## src/verilog/pomgr_pkg.sv

```systemverilog
// constants for the phy mode and pin mux register slice
package pomgr_pkg;
   // register indices (printed offsets are not all multiples of four)
   localparam logic [9:0] peak_sign_index = 10'h1a6;
   localparam logic [9:0] mode_index = 10'h1df;
   localparam logic [9:0] pin_mux_index = 10'h1e0;
   localparam logic [11:0] peak_sign_addr = {peak_sign_index, 2'h0};
   localparam logic [11:0] mode_addr = {mode_index, 2'h0};
   localparam logic [11:0] pin_mux_addr = {pin_mux_index, 2'h0};
   // own register for delimiter enables and line energy mode hints
   localparam logic [11:0] sfd_ctrl_addr = 12'h800;
   // reset values
   localparam logic [15:0] mode_reset = 16'h0040;
   localparam logic [15:0] pin_mux_reset = 16'h417a;
   localparam logic [15:0] mode_rw_mask = 16'h0067;
   // field positions
   localparam int peak_c_lsb = 0;
   localparam int peak_d_lsb = 5;
   localparam int opmode_lsb = 0;
   localparam int mii_sel_bit = 5;
   localparam int bridge_bit = 6;
   localparam int pin0_lsb = 0;
   localparam int pin1_lsb = 4;
   localparam int sfd_tx_en_bit = 0;
   localparam int sfd_rx_en_bit = 1;
   localparam int speed_100_bit = 2;
   // operating modes
   localparam logic [2:0] op_rgmii_copper = 3'h0;
   localparam logic [2:0] op_bt_to_bx = 3'h4;
   localparam logic [2:0] op_t100_to_fx = 3'h5;
   localparam logic [2:0] op_sgmii_copper = 3'h6;
   // pin function codes
   localparam logic [3:0] fn_clk_out = 4'h0;
   localparam logic [3:0] fn_intr = 4'h2;
   localparam logic [3:0] fn_link = 4'h3;
   localparam logic [3:0] fn_transmit_delimiter_pulse = 4'h5;
   localparam logic [3:0] fn_receive_delimiter_pulse = 4'h6;
   localparam logic [3:0] fn_wake = 4'h7;
   localparam logic [3:0] fn_energy = 4'h8;
   localparam logic [3:0] fn_prbs = 4'h9;
   localparam logic [3:0] fn_ind2 = 4'ha;
   localparam logic [3:0] fn_ind3 = 4'hb;
   localparam logic [3:0] fn_crs = 4'hc;
   localparam logic [3:0] fn_col = 4'hd;
   localparam logic [3:0] fn_low = 4'he;
   localparam logic [3:0] fn_high = 4'hf;
endpackage

```

## src/verilog/pomgr_regs.sv

```systemverilog
// management registers for operating mode, peak signs and pin mux
//
// Summary of operation
// - read-only peak signs, D in 9:5, C 4:0
// - opmode field bits 2:0 selects media mode
// - bit 6 bridge direction, resets to one
// - bit 5 selects RGMII or MII, resets zero
// - pin1 select bits 7:4, reset wake code
// - any delimiter enable forces transmit delimiter pin1
// - pin0 select bits 3:0, receive delimiter override
// - pin function code table for both pins
// - energy detect only in copper gigabit/100
//
// The APB slave port was chosen for this implementation.
module pomgr_regs
   import pomgr_pkg::*;
(
   // clock and reset
   input wire logic clk,
   input wire logic reset,
   // apb slave
   input wire logic psel,
   input wire logic penable,
   input wire logic pwrite,
   input wire logic [11:0] paddr,
   input wire logic [31:0] pwdata,
   output logic [31:0] prdata,
   output logic pready,
   output logic pslverr,
   // cable test results
   input wire logic [4:0] pair_c_peak_polarity,
   input wire logic [4:0] pair_d_peak_polarity,
   // pin function sources
   input wire logic clk_out_src,
   input wire logic intr_src,
   input wire logic link_src,
   input wire logic transmit_delimiter_pulse,
   input wire logic receive_delimiter_pulse,
   input wire logic wake_on_lan_output,
   input wire logic energy_src,
   input wire logic prbs_err_src,
   input wire logic second_indicator_output,
   input wire logic third_indicator_output,
   input wire logic crs_src,
   input wire logic col_src,
   // mode outputs
   output logic [2:0] operating_mode_code,
   output logic bridge_direction_sel,
   output logic mii_select,
   // general purpose pins
   output logic pin0_out,
   output logic pin1_out
);
   logic [15:0] mode_reg;
   logic [15:0] mux_reg;
   logic [2:0] sfd_reg;
   logic [9:0] sign_s1;
   logic [9:0] sign_s2;
   logic [11:0] src_s1;
   logic [11:0] src_s2;
   logic wr;
   logic rd;
   logic sfd_any;
   logic energy_ok;
   logic [15:0] rdata;
   logic next_pin0;
   logic next_pin1;

   // ----------------------------------------
   // input synchronisers
   // ----------------------------------------
   always_ff @(posedge clk) begin
      sign_s1 <= {pair_d_peak_polarity, pair_c_peak_polarity};
      sign_s2 <= sign_s1;
      src_s1 <= {col_src, crs_src, third_indicator_output, second_indicator_output, prbs_err_src, energy_src,
                 wake_on_lan_output, receive_delimiter_pulse, transmit_delimiter_pulse, link_src, intr_src,
                 clk_out_src};
      src_s2 <= src_s1;
   end

   // ----------------------------------------
   // bus access, zero wait states
   // ----------------------------------------
   assign wr = psel && penable && pwrite && pready;
   assign rd = psel && !penable && !pwrite;

   always_ff @(posedge clk) begin
      if (reset) begin
         pready <= 1'b0;
      end else begin
         pready <= psel && !penable;
      end
   end

   always_ff @(posedge clk) begin
      if (reset) begin
         mode_reg <= mode_reset;
      end else if (wr && paddr == mode_addr) begin
         mode_reg <= pwdata[15:0] & mode_rw_mask;
      end
   end

   always_ff @(posedge clk) begin
      if (reset) begin
         mux_reg <= pin_mux_reset;
      end else if (wr && paddr == pin_mux_addr) begin
         mux_reg <= pwdata[15:0];
      end
   end

   always_ff @(posedge clk) begin
      if (reset) begin
         sfd_reg <= 3'h0;
      end else if (wr && paddr == sfd_ctrl_addr) begin
         sfd_reg <= pwdata[2:0];
      end
   end

   always_comb begin
      rdata = 16'h0000;
      unique case (paddr)
         peak_sign_addr: rdata = {6'h00, sign_s2};
         mode_addr: rdata = mode_reg;
         pin_mux_addr: rdata = mux_reg;
         sfd_ctrl_addr: rdata = {13'h0000, sfd_reg};
         default: rdata = 16'h0000;
      endcase
   end

   always_ff @(posedge clk) begin
      if (reset) begin
         prdata <= 32'h0000_0000;
         pslverr <= 1'b0;
      end else if (psel && !penable) begin
         prdata <= rd ? {16'h0000, rdata} : 32'h0000_0000;
         pslverr <= !(paddr == peak_sign_addr || paddr == mode_addr || paddr == pin_mux_addr ||
                      paddr == sfd_ctrl_addr) || (pwrite && paddr == peak_sign_addr);
      end
   end

   // ----------------------------------------
   // mode outputs
   // ----------------------------------------
   always_ff @(posedge clk) begin
      if (reset) begin
         operating_mode_code <= mode_reset[opmode_lsb +: 3];
         bridge_direction_sel <= mode_reset[bridge_bit];
         mii_select <= mode_reset[mii_sel_bit];
      end else begin
         operating_mode_code <= mode_reg[opmode_lsb +: 3];
         bridge_direction_sel <= mode_reg[bridge_bit];
         mii_select <= mode_reg[mii_sel_bit];
      end
   end

   // ----------------------------------------
   // pin multiplexer
   // ----------------------------------------
   assign sfd_any = sfd_reg[sfd_tx_en_bit] || sfd_reg[sfd_rx_en_bit];
   // copper 1000BASE-T or 100BASE-TX only
   assign energy_ok = (mode_reg[opmode_lsb +: 3] == op_rgmii_copper || mode_reg[opmode_lsb +: 3] == op_sgmii_copper ||
                       mode_reg[opmode_lsb +: 3] == op_bt_to_bx ||
                       mode_reg[opmode_lsb +: 3] == op_t100_to_fx);

   function automatic logic pin_pick(input logic [3:0] code, input logic [11:0] s, input logic en_ok);
      logic v;
      v = 1'b0;
      unique case (code)
         fn_clk_out: v = s[0];
         fn_intr: v = s[1];
         fn_link: v = s[2];
         fn_transmit_delimiter_pulse: v = s[3];
         fn_receive_delimiter_pulse: v = s[4];
         fn_wake: v = s[5];
         fn_energy: v = s[6] && en_ok;
         fn_prbs: v = s[7];
         fn_ind2: v = s[8];
         fn_ind3: v = s[9];
         fn_crs: v = s[10];
         fn_col: v = s[11];
         fn_low: v = 1'b0;
         fn_high: v = 1'b1;
         default: v = 1'b0;
      endcase
      return v;
   endfunction

   assign next_pin0 = sfd_any ? src_s2[4] : pin_pick(mux_reg[pin0_lsb +: 4], src_s2, energy_ok);
   assign next_pin1 = sfd_any ? src_s2[3] : pin_pick(mux_reg[pin1_lsb +: 4], src_s2, energy_ok);

   always_ff @(posedge clk) begin
      if (reset) begin
         pin0_out <= 1'b0;
         pin1_out <= 1'b0;
      end else begin
         pin0_out <= next_pin0;
         pin1_out <= next_pin1;
      end
   end

   // ----------------------------------------
   // checks
   // ----------------------------------------
   sign_readback_a: assert property (@(posedge clk) disable iff (reset)
      (psel && !penable && !pwrite && paddr == peak_sign_addr) |=> prdata[31:10] == 22'h0 && prdata[9:0] == $past(sign_s2))
      else $error("peak sign readback wrong");
   opmode_follow_a: assert property (@(posedge clk) disable iff (reset)
      (wr && paddr == mode_addr) |=> ##1 operating_mode_code == $past(pwdata[2:0], 2))
      else $error("opmode not applied");
   bridge_follow_a: assert property (@(posedge clk) disable iff (reset)
      ##1 bridge_direction_sel == $past(mode_reg[bridge_bit]))
      else $error("bridge select mismatch");
   mii_follow_a: assert property (@(posedge clk) disable iff (reset)
      (wr && paddr == mode_addr) |=> ##1 mii_select == $past(pwdata[5], 2))
      else $error("mii select not applied");
   pin1_override_a: assert property (@(posedge clk) disable iff (reset)
      sfd_any |=> pin1_out == $past(src_s2[3]))
      else $error("pin1 not forced to transmit delimiter");
   pin0_override_a: assert property (@(posedge clk) disable iff (reset)
      sfd_any |=> pin0_out == $past(src_s2[4]))
      else $error("pin0 not forced to receive delimiter");
   const_high_a: assert property (@(posedge clk) disable iff (reset)
      (!sfd_any && mux_reg[3:0] == fn_high) |=> pin0_out)
      else $error("constant high not driven");
   pin1_wake_a: assert property (@(posedge clk) disable iff (reset)
      (!sfd_any && mux_reg[7:4] == fn_wake) |=> pin1_out == $past(src_s2[5]))
      else $error("pin1 wake selection wrong");
   energy_gate_a: assert property (@(posedge clk) disable iff (reset)
      (!sfd_any && !energy_ok && mux_reg[3:0] == fn_energy) |=> !pin0_out)
      else $error("energy shown outside copper");
endmodule

```

## config.mk

```make
export PLATFORM = sky130hd
export DESIGN_NAME = pomgr_regs
export DESIGN_NICKNAME = d
export VERILOG_FILES = /design/src/verilog/pomgr_pkg.sv /design/src/verilog/pomgr_regs.sv
export SDC_FILE = /design/constraint.sdc
export NUM_CORES = 1
export LEC_CHECK = 0
export ABC_AREA = 1
export CAP_MARGIN = 5
export CORE_MARGIN = 2
export CORE_UTILIZATION = 40
export DETAILED_ROUTE_END_ITERATION = 6
export DONT_BUFFER_PORTS = 1
export MAX_ROUTING_LAYER = met4
export PLACE_DENSITY_LB_ADDON = 0.1
export SYNTH_ARGS = -nofsm -noshare
export SYNTH_HDL_FRONTEND = slang
export SYNTH_SLANG_ARGS = --single-unit
```

## constraint.sdc

```tcl
create_clock -name clk -period 1.4 [get_ports clk]
set_input_delay 0.07 -clock clk [delete_from_list [all_inputs] [get_ports clk]]
set_output_delay 0.07 -clock clk [all_outputs]
set_load 0.03 [all_outputs]
```

==> flow_summary.toml, run 1 <==
[sta]
grt_setup_unrepaired = "yes"
fmax_ghz = 0.7702
fin_skew_ns = 0.008633
finalHoldViolCount = 0
final_max_slew_viol_count = 0
holdWs_ns = 0.02079
period_minus_slack_ns = 1.298
setup_viol = 0
layout_worst_path_cycle_share_pct = 92.74
slew_headroom_pct = 34.82
tightest_slew_ns = 0.9744

[finish]
drive_above_1_share_pct = 10.58
finalNonFillerCells = 609
layout.cells.most_common_list = "dfxtp_1, nand2_1, nand3_1, inv_1, nor2_1"
area_growth_pct = 21.90
antennaDiodeCount = 0
fin_area_um2 = 4269
fillers = 858
postLayoutCoreUtil_pct = 49.68
regArea_um2 = 1867
multi_input_area_um2 = 1340
nets = 568
final_common_cell = "dfxtp_1"

[die]
die_area_um2 = 9520
die_h_um = 97.57
num_rows = 34
ios = 112
start_util_pct = 40.75
core_area_um2 = 8593
die_w_um = 97.57

[drt]
vias_per_cell = 4.734
ant_nets = 0
drt_pass1_iterations = 4
routed_wirelength_mm = 8.105
num_vias = 2883
drc = 0
wl_per_cell_um = 13.31
drt_iter0_markers = 112

[clock_network]
cts_tree = "built"
clock_sinks = 93
cts_buffer_depth = 2
cts_max_level = 3
cts_inserted_buffers = 9
clkTransAtPathRegs_ns = 0.09
cts_root_buffer = "clkbuf_8"
clock_latency_ns = 0.35

[global_routing]
grt_overflow = 0
grt_pass1_wl_mm = 13.40
antenna_found_initial = 0
grt_pass1_vias = 2753
grt_use_total_pct = 18.08
grt_max_degree = 27

[place]
portBuffers = 0
place_area_um2 = 3645
gp_congestion = 0.8089
hpwl_mm = 5.809
dp_cells = 552

[worst_hold_path]
hold_path_class = "input port to flop"

[job]
max_cap_violations = 0

[setup_path]
cp_data_required_time_ns = 1.64
crit_arrival_ns = 1.54
crit_type = "flop to flop"
cp_max_fo = 7
start_kind = "flop"
crit_path_end_kind = "flop"
slowest_delay_ns = 0.34
crit_chain = "nand2_1 -> nor2_4 -> nand3_1 -> o21ai_0 -> a21oi_1"
cpMaxStageDelayCell = "dfxtp_1"

[yosys]
ys_ff_latch = 93
yosysWarnings = 0
synth-edff-count = 0
seq_area_frac_synth_pct = 53.16
ys_types = 30
syn_inst = 439
synth_flop_cell = "dfxtp_1"
synthArstFlopShare_pct = 0
synth_area_um2 = 3502
synth_area_per_cell_um2 = 7.977

[power]
p_leak_nw = 1.903
p_per_area_nw_per_um2 = 1125
vdd_drop_max_mv = 0.6305
finalPower_mw = 4.804

[run_status]
status = "complete, no violations"
synth_stat cells, types with 3 or more instances:
master / n / share of area (%)
dfxtp_1: 93 / 53
nand2_1: 81 / 8.7
nand3_1: 57 / 8.1
inv_1: 46 / 4.9
nor2_1: 42 / 4.5
a21oi_1: 35 / 5.0
o21ai_0: 25 / 3.6
buf_4: 17 / 3.6
clkbuf_1: 6 / 0.64
o21ai_1: 6 / 0.86
nor2_2: 4 / 0.71
nand2_2: 3 / 0.54
nand4_1: 3 / 0.54
final cells by class:
| class | count | area share, % |
|---|---|---|
| Clock buffer | 10 | 2.989 |
| Inverter | 48 | 4.220 |
| Sequential cell | 93 | 43.73 |
| Multi-Input combinational cell | 286 | 31.39 |
| Timing Repair Buffer | 59 | 13.07 |
| Clock inverter | 5 | 1.436 |
| Tap cell | 108 | 3.165 |
metrics by stage:
| stage | setup slack [ns] | TNS [ns] |
|---|---|---|
| floorplan | 0.06132 | 0 |
| global placement | 0.1446 | 0 |
| detailed placement | 0.1118 | 0 |
| CTS | 0.08398 | 0 |
| global route | -0.04822 | -0.2055 |
| finish | 0.1016 | 0 |
repair_timing:
action                                 in CTS  in global routing
endpoints found under the hold margin      71                  0
hold buffers                               41                  0
setup endpoints to repair                   0                 12
resized for setup                           0                  4
buffers inserted                            0                  1
critical path, delay by kind of cell, from the launching register on:
| family | cells | cell delay (ns) |
|---|---|---|
| compound gates | 2 | 0.29 |
| flops | 1 | 0.34 |
| simple gates | 3 | 0.57 |
final timing paths:
check	slack, ns	from	cells after the start	end
setup / recovery	0.10	pready	5	mode_reg[1]
hold / removal	0.02	psel	5	pslverr
setup reg to reg	0.10	pready	5	mode_reg[1]
hold reg to reg	0.33	src_s1[7]	0	src_s2[7]
power breakdown:
part / leakage [nW] / switching [mW] / internal, mW / total (mW)
Sequential: 0.766 / 0.0317 / 2.72 / 2.75
Clock: 0.0967 / 0.934 / 0.827 / 1.76
Combinational: 1.04 / 0.173 / 0.121 / 0.295
Total: 1.90 / 1.14 / 3.67 / 4.80
routing by layer:
layer / vias to the layer above / GRT usage (%) / routed length [µm]
li1: 1490 / - / -
met1: 1301 / 22.44 / 3820
met2: 82 / 29.23 / 3727
met3: 10 / 4.892 / 471
met4: 0 / 4.915 / 85
met5: - / - / 0
logic make-up (layout without fill, tap and decap cells):
group           after synthesis  in the layout  synth area share, %
simple gates                199            199                25.76
flops                        93             93                53.16
buf+inv                      75            122                10.32
compound gates               71             71                10.65
other cells                   1             16               0.1071
No activity file was read; power rests on OpenSTA's default activity.
==> inputs of run 2 (changes only) <==
--- a/config.mk
+++ b/config.mk
@@ -9,4 +9,6 @@
 export CAP_MARGIN = 5
+export CELL_PAD_IN_SITES_DETAIL_PLACEMENT = 0
+export CELL_PAD_IN_SITES_GLOBAL_PLACEMENT = 2
 export CORE_MARGIN = 2
-export CORE_UTILIZATION = 40
+export CORE_UTILIZATION = 34
 export DETAILED_ROUTE_END_ITERATION = 6
==> constraint.sdc (replaced) <==
create_clock -name clk -period 1.4 [get_ports clk]
set_input_delay 0.14 -clock clk [delete_from_list [all_inputs] [get_ports clk]]
set_output_delay 0.14 -clock clk [all_outputs]
set_load 0.03 [all_outputs]
==> run 2 against run 1 <==
  * Register-to-register slack worse by 0.03 ns
  * Largest cell class unchanged
  * Clock skew is 0.0079 ns higher
  * Global-route usage is 1.6 points lower
  * Combinational power is 2% lower
  * Power is 3.5% lower
==> flow_summary.toml, run 2 (synthesis gave the netlist of run 1 again) <==
[sta]
layout_worst_path_cycle_share_pct = 94.83
slew_headroom_pct = 31.19
finalHoldViolCount = 0
tightest_slew_ns = 1.032
final_max_slew_viol_count = 0
grt_setup_unrepaired = "yes"
setup_viol = 0
fmax_ghz = 0.7532
fin_skew_ns = 0.01655
holdWs_ns = 0.004438
period_minus_slack_ns = 1.328

[job]
max_cap_violations = 0

[run_status]
status = "complete, no violations"

[finish]
area_growth_pct = 24.33
postLayoutCoreUtil_pct = 42.95
layout.cells.most_common_list = "dfxtp_1, nand2_1, nand3_1, inv_1, nor2_1"
multi_input_area_um2 = 1354
nets = 576
antennaDiodeCount = 0
regArea_um2 = 1869
fillers = 1024
drive_above_1_share_pct = 12.55
final_common_cell = "dfxtp_1"

[drt]
vias_per_cell = 4.424
drt_iter0_markers = 99
drt_pass1_iterations = 4
num_vias = 2858
wl_per_cell_um = 13.19
ant_nets = 0
drc = 0
routed_wirelength_mm = 8.519

[power]
vdd_drop_max_mv = 0.6853
finalPower_mw = 4.639
p_leak_nw = 1.924
p_per_area_nw_per_um2 = 1065
power.internal_mw = 3.528
seqPwrFrac_pct = 59.3
combPwrFrac_pct = 6.2
clockPowerShare_pct = 34.5
power_switching_share_pct = 23.93
power.switching_mw = 1.110

[die]
die_w_um = 105.5
core_area_um2 = 10140
die_area_um2 = 11130
start_util_pct = 34.54
die_h_um = 105.5
ios = 112
num_rows = 37

[place]
hpwl_mm = 6.244
gp_congestion = 0.7709
portBuffers = 0

[global_routing]
grt_pass1_vias = 2786
grt_overflow = 0
grt_max_degree = 27
grt_pass1_wl_mm = 13.75
grt_use_total_pct = 16.50
antenna_found_initial = 0

[setup_path]
cp_data_required_time_ns = 1.65
crit_arrival_ns = 1.57
cp_max_fo = 6
endpoint = "mode_reg[6]"
startpoint = "pready"
rrSetupSlack_ns = 0.07
timing.rr.start = "pready"
crit_type = "flop to flop"
start_kind = "flop"
r2r-end = "mode_reg[6]"
crit_path_end_kind = "flop"
reg2regPathDepth = 5

[clock_network]
cts_tree = "built"
clkTransAtPathRegs_ns = 0.09
clock_sinks = 93
cts_max_level = 3
clock_latency_ns = 0.36
cts_inserted_buffers = 9
cts_buffer_depth = 2
cts_root_buffer = "clkbuf_8"

[worst_hold_path]
hold_path_class = "input port to flop"
run 2: cell type report:
cell class                      count  share of cell area (%)
Multi-Input combinational cell    286                   31.09
Tap cell                          136                   3.908
Clock inverter                      5                  0.7759
Clock buffer                       11                   3.247
Inverter                           48                   4.138
Sequential cell                    93                   42.93
Timing Repair Buffer               67                   13.91
run 2: repair_timing:
item	in CTS	in global routing
hold buffers	40	0
endpoints found under the hold margin	70	0
setup endpoints to repair	0	9
resized for setup	0	9
setup buffers	0	2
run 2: routing by layer:
layer,global-route usage (%),wire [µm]
met2,25.07,3773
met1,21.40,4181
met5,-,0
met3,4.391,458
met4,5.451,105
run 2: worst max-delay path, cell delays in order (launching register included):
cell      delay (ns)
dfxtp_1         0.34
nand2_1         0.09
nor2_4          0.28
nand3_1         0.30
nand2_1         0.13
o211ai_1        0.08
run 2: worst min path at each step:
stage,start,endpoint,slack [ns],cells after the start
2_1_floorplan,pair_c_peak_polarity[0],sign_s1[0],0.17,0
3_3_place_gp,third_indicator_output,src_s1[9],0.17,0
3_5_place_dp,pair_c_peak_polarity[0],sign_s1[0],0.17,0
4_1_cts,pwdata[1],sfd_reg[1],0.0005,2
5_1_grt,pwdata[1],sfd_reg[1],0.02,2
6_report,pwdata[1],sfd_reg[1],0.004,2
run 2: metrics by stage:
step | instance area (µm²) | TNS, ns | worst slack [ns] | std cells
CTS | 4315 | 0 | 0.01017 | 644
finish | 4354 | 0 | 0.07231 | 646
global placement | 3740 | 0 | 0.09678 | 588
detailed placement | 3740 | 0 | 0.09668 | 588
floorplan | 3563 | 0 | 0.06132 | 454
global route | 4354 | -0.05561 | -0.01825 | 646
run 2: power groups by stage:
stage | clock [mW] | sequential [mW] | combinational [mW]
after floorplan | 0 | 2.81 | 0.188
after global placement | 0 | 2.81 | 0.183
after detailed placement | 0 | 2.82 | 0.182
after CTS | 1.67 | 2.75 | 0.289
after global routing | 1.77 | 2.76 | 0.316
final | 1.60 | 2.75 | 0.289
==> inputs of run 3 (changes only) <==
CAP_MARGIN = 25   (was 5)
RECOVER_POWER = 100   (was default)
==> run 3 against run 2 <==
  * Sequential power about the same
  * Core utilization down 0.42 points
  * Worst hold slack about the same
  * Global-route usage unchanged
  * Flip-flop and latch count unchanged
  * Clock power about the same
  * Critical path depth unchanged
  * Wire length up 0.47%
  * Sequential share of layout area up 0.37 points
  * Critical endpoint unchanged
==> flow_summary.toml, run 3 (synthesis gave the netlist of run 1 again) <==
[global_routing]
grt_overflow = 0
grt_pass1_wl_mm = 13.75
antenna_found_initial = 0
grt_max_degree = 27
grt_use_total_pct = 16.50
grt_pass1_vias = 2786

[sta]
tightest_slew_ns = 0.5021
slew_headroom_pct = 66.53
period_minus_slack_ns = 1.330
grt_setup_unrepaired = "yes"
setup_viol = 0
setup-tns-final_ns = 0
final_max_slew_viol_count = 0
fmax_ghz = 0.7520
fin_skew_ns = 0.01659
finalHoldViolCount = 0
layout_worst_path_cycle_share_pct = 94.99

[die]
die_w_um = 105.5
die_h_um = 105.5
num_rows = 37
core_area_um2 = 10140
die_area_um2 = 11130
ios = 112
start_util_pct = 34.54

[power]
clockPowerShare_pct = 34.6
finalPower_mw = 4.650
vdd_drop_max_mv = 0.6855
power_switching_share_pct = 24.07
p_per_area_nw_per_um2 = 1079
seqPwrFrac_pct = 59.2
p_leak_nw = 1.869
power.switching_mw = 1.120
combPwrFrac_pct = 6.2
power.internal_mw = 3.531

[setup_path]
cp_max_fo = 6
cp_data_required_time_ns = 1.65
rrSetupSlack_ns = 0.07
endpoint = "mode_reg[6]"
reg2regPathDepth = 5
timing.rr.start = "pready"
crit_arrival_ns = 1.58
crit_type = "flop to flop"
start_kind = "flop"
crit_path_end_kind = "flop"
startpoint = "pready"
r2r-end = "mode_reg[6]"

[worst_hold_path]
hold_path_class = "input port to flop"
hold-path-cell-count = 2

[finish]
fin_area_um2 = 4312
finalNonFillerCells = 647
fillers = 1040
area_growth_pct = 23.12
layout.cells.most_common_list = "dfxtp_1, nand2_1, nand3_1, inv_1, nor2_1"
final_common_cell = "dfxtp_1"
antennaDiodeCount = 0
nets = 577
drive_above_1_share_pct = 10.57

[drt]
ant_nets = 0
wl_per_cell_um = 13.23
routed_wirelength_mm = 8.559
drt_pass1_iterations = 4
drt_iter0_markers = 105
vias_per_cell = 4.413
num_vias = 2855
drc = 0

[place]
gp_congestion = 0.7709
dp_cells = 588
hpwl_mm = 6.244
portBuffers = 0
place_area_um2 = 3740

[clock_network]
clock_latency_ns = 0.36
clock_sinks = 93
clkTransAtPathRegs_ns = 0.09
cts_buffer_depth = 2
cts_root_buffer = "clkbuf_8"
cts_inserted_buffers = 9
cts_max_level = 3
cts_tree = "built"

[job]
max_cap_violations = 0

[run_status]
status = "complete, no violations"
-- run 3: cell types whose count changed in the layout (fill, tap and decap cells not counted), sizes merged --
cell,before,now
dlymetal6s4s,1,0
buf,27,15
clkbuf,11,24
dlygate4sd3,39,40
-- run 3: area by class of cell --
cell class              count  area, µm²  area share [%]
flip-flops and latches     93       1867           43.30
multi-input cells         286       1356           31.46
repair buffers             68      563.0           13.06
inverters                  48      180.2           4.179
well taps                 136      170.2           3.947
clock buffers              11      141.4           3.279
clock inverters             5      33.78          0.7835
-- run 3: worst min path at each step --
stage                            end               startpoint
after global placement     src_s1[9]   third_indicator_output
after global routing      sfd_reg[1]                pwdata[1]
after floorplan           sign_s1[0]  pair_c_peak_polarity[0]
after detailed placement  sign_s1[0]  pair_c_peak_polarity[0]
after CTS                 sfd_reg[1]                pwdata[1]
final                     sfd_reg[1]                pwdata[1]
-- run 3: timing repair --
item	4_1_cts	5_1_grt
resized for setup	0	8
endpoints found under the hold margin	70	0
endpoints found under the setup margin	0	8
setup buffers	0	2
hold buffers	40	0
-- run 3: power by group through the flow --
| stage | sequential [mW] | combinational, mW | clock, mW |
|---|---|---|---|
| 6_report | 2.75 | 0.289 | 1.61 |
| 5_1_grt | 2.76 | 0.317 | 1.77 |
| 4_1_cts | 2.75 | 0.289 | 1.67 |
| 3_5_place_dp | 2.82 | 0.182 | 0 |
| 3_3_place_gp | 2.81 | 0.183 | 0 |
| 2_1_floorplan | 2.81 | 0.188 | 0 |
-- run 3: metal layers --
layer  vias up  part of all wire (%)  track usage [%]
li1       1516                     -                -
met3         9                   5.1            4.391
met5         -                     0                -
met1      1263                    49            21.40
met2        67                    44            25.07
met4         0                   1.2            5.451
-- run 3: stage by stage --
| stage | hold WS (ns) | setup slack [ns] | util [%] |
|---|---|---|---|
| 2_1_floorplan | 0.1677 | 0.06132 | - |
| 3_5_place_dp | 0.1678 | 0.09668 | 36.89 |
| 3_3_place_gp | 0.1678 | 0.09678 | 36.89 |
| 6_report | 0.004715 | 0.07014 | 42.53 |
| 5_1_grt | 0.01503 | -0.01830 | 42.53 |
| 4_1_cts | 0.0005437 | 0.01017 | 42.56 |
-- run 3: critical path, cell delays in order (launching register included) --
cell      delay [ns]
dfxtp_1         0.34
nand2_1         0.09
nor2_4          0.28
nand3_1         0.30
nand2_1         0.13
o211ai_1        0.08
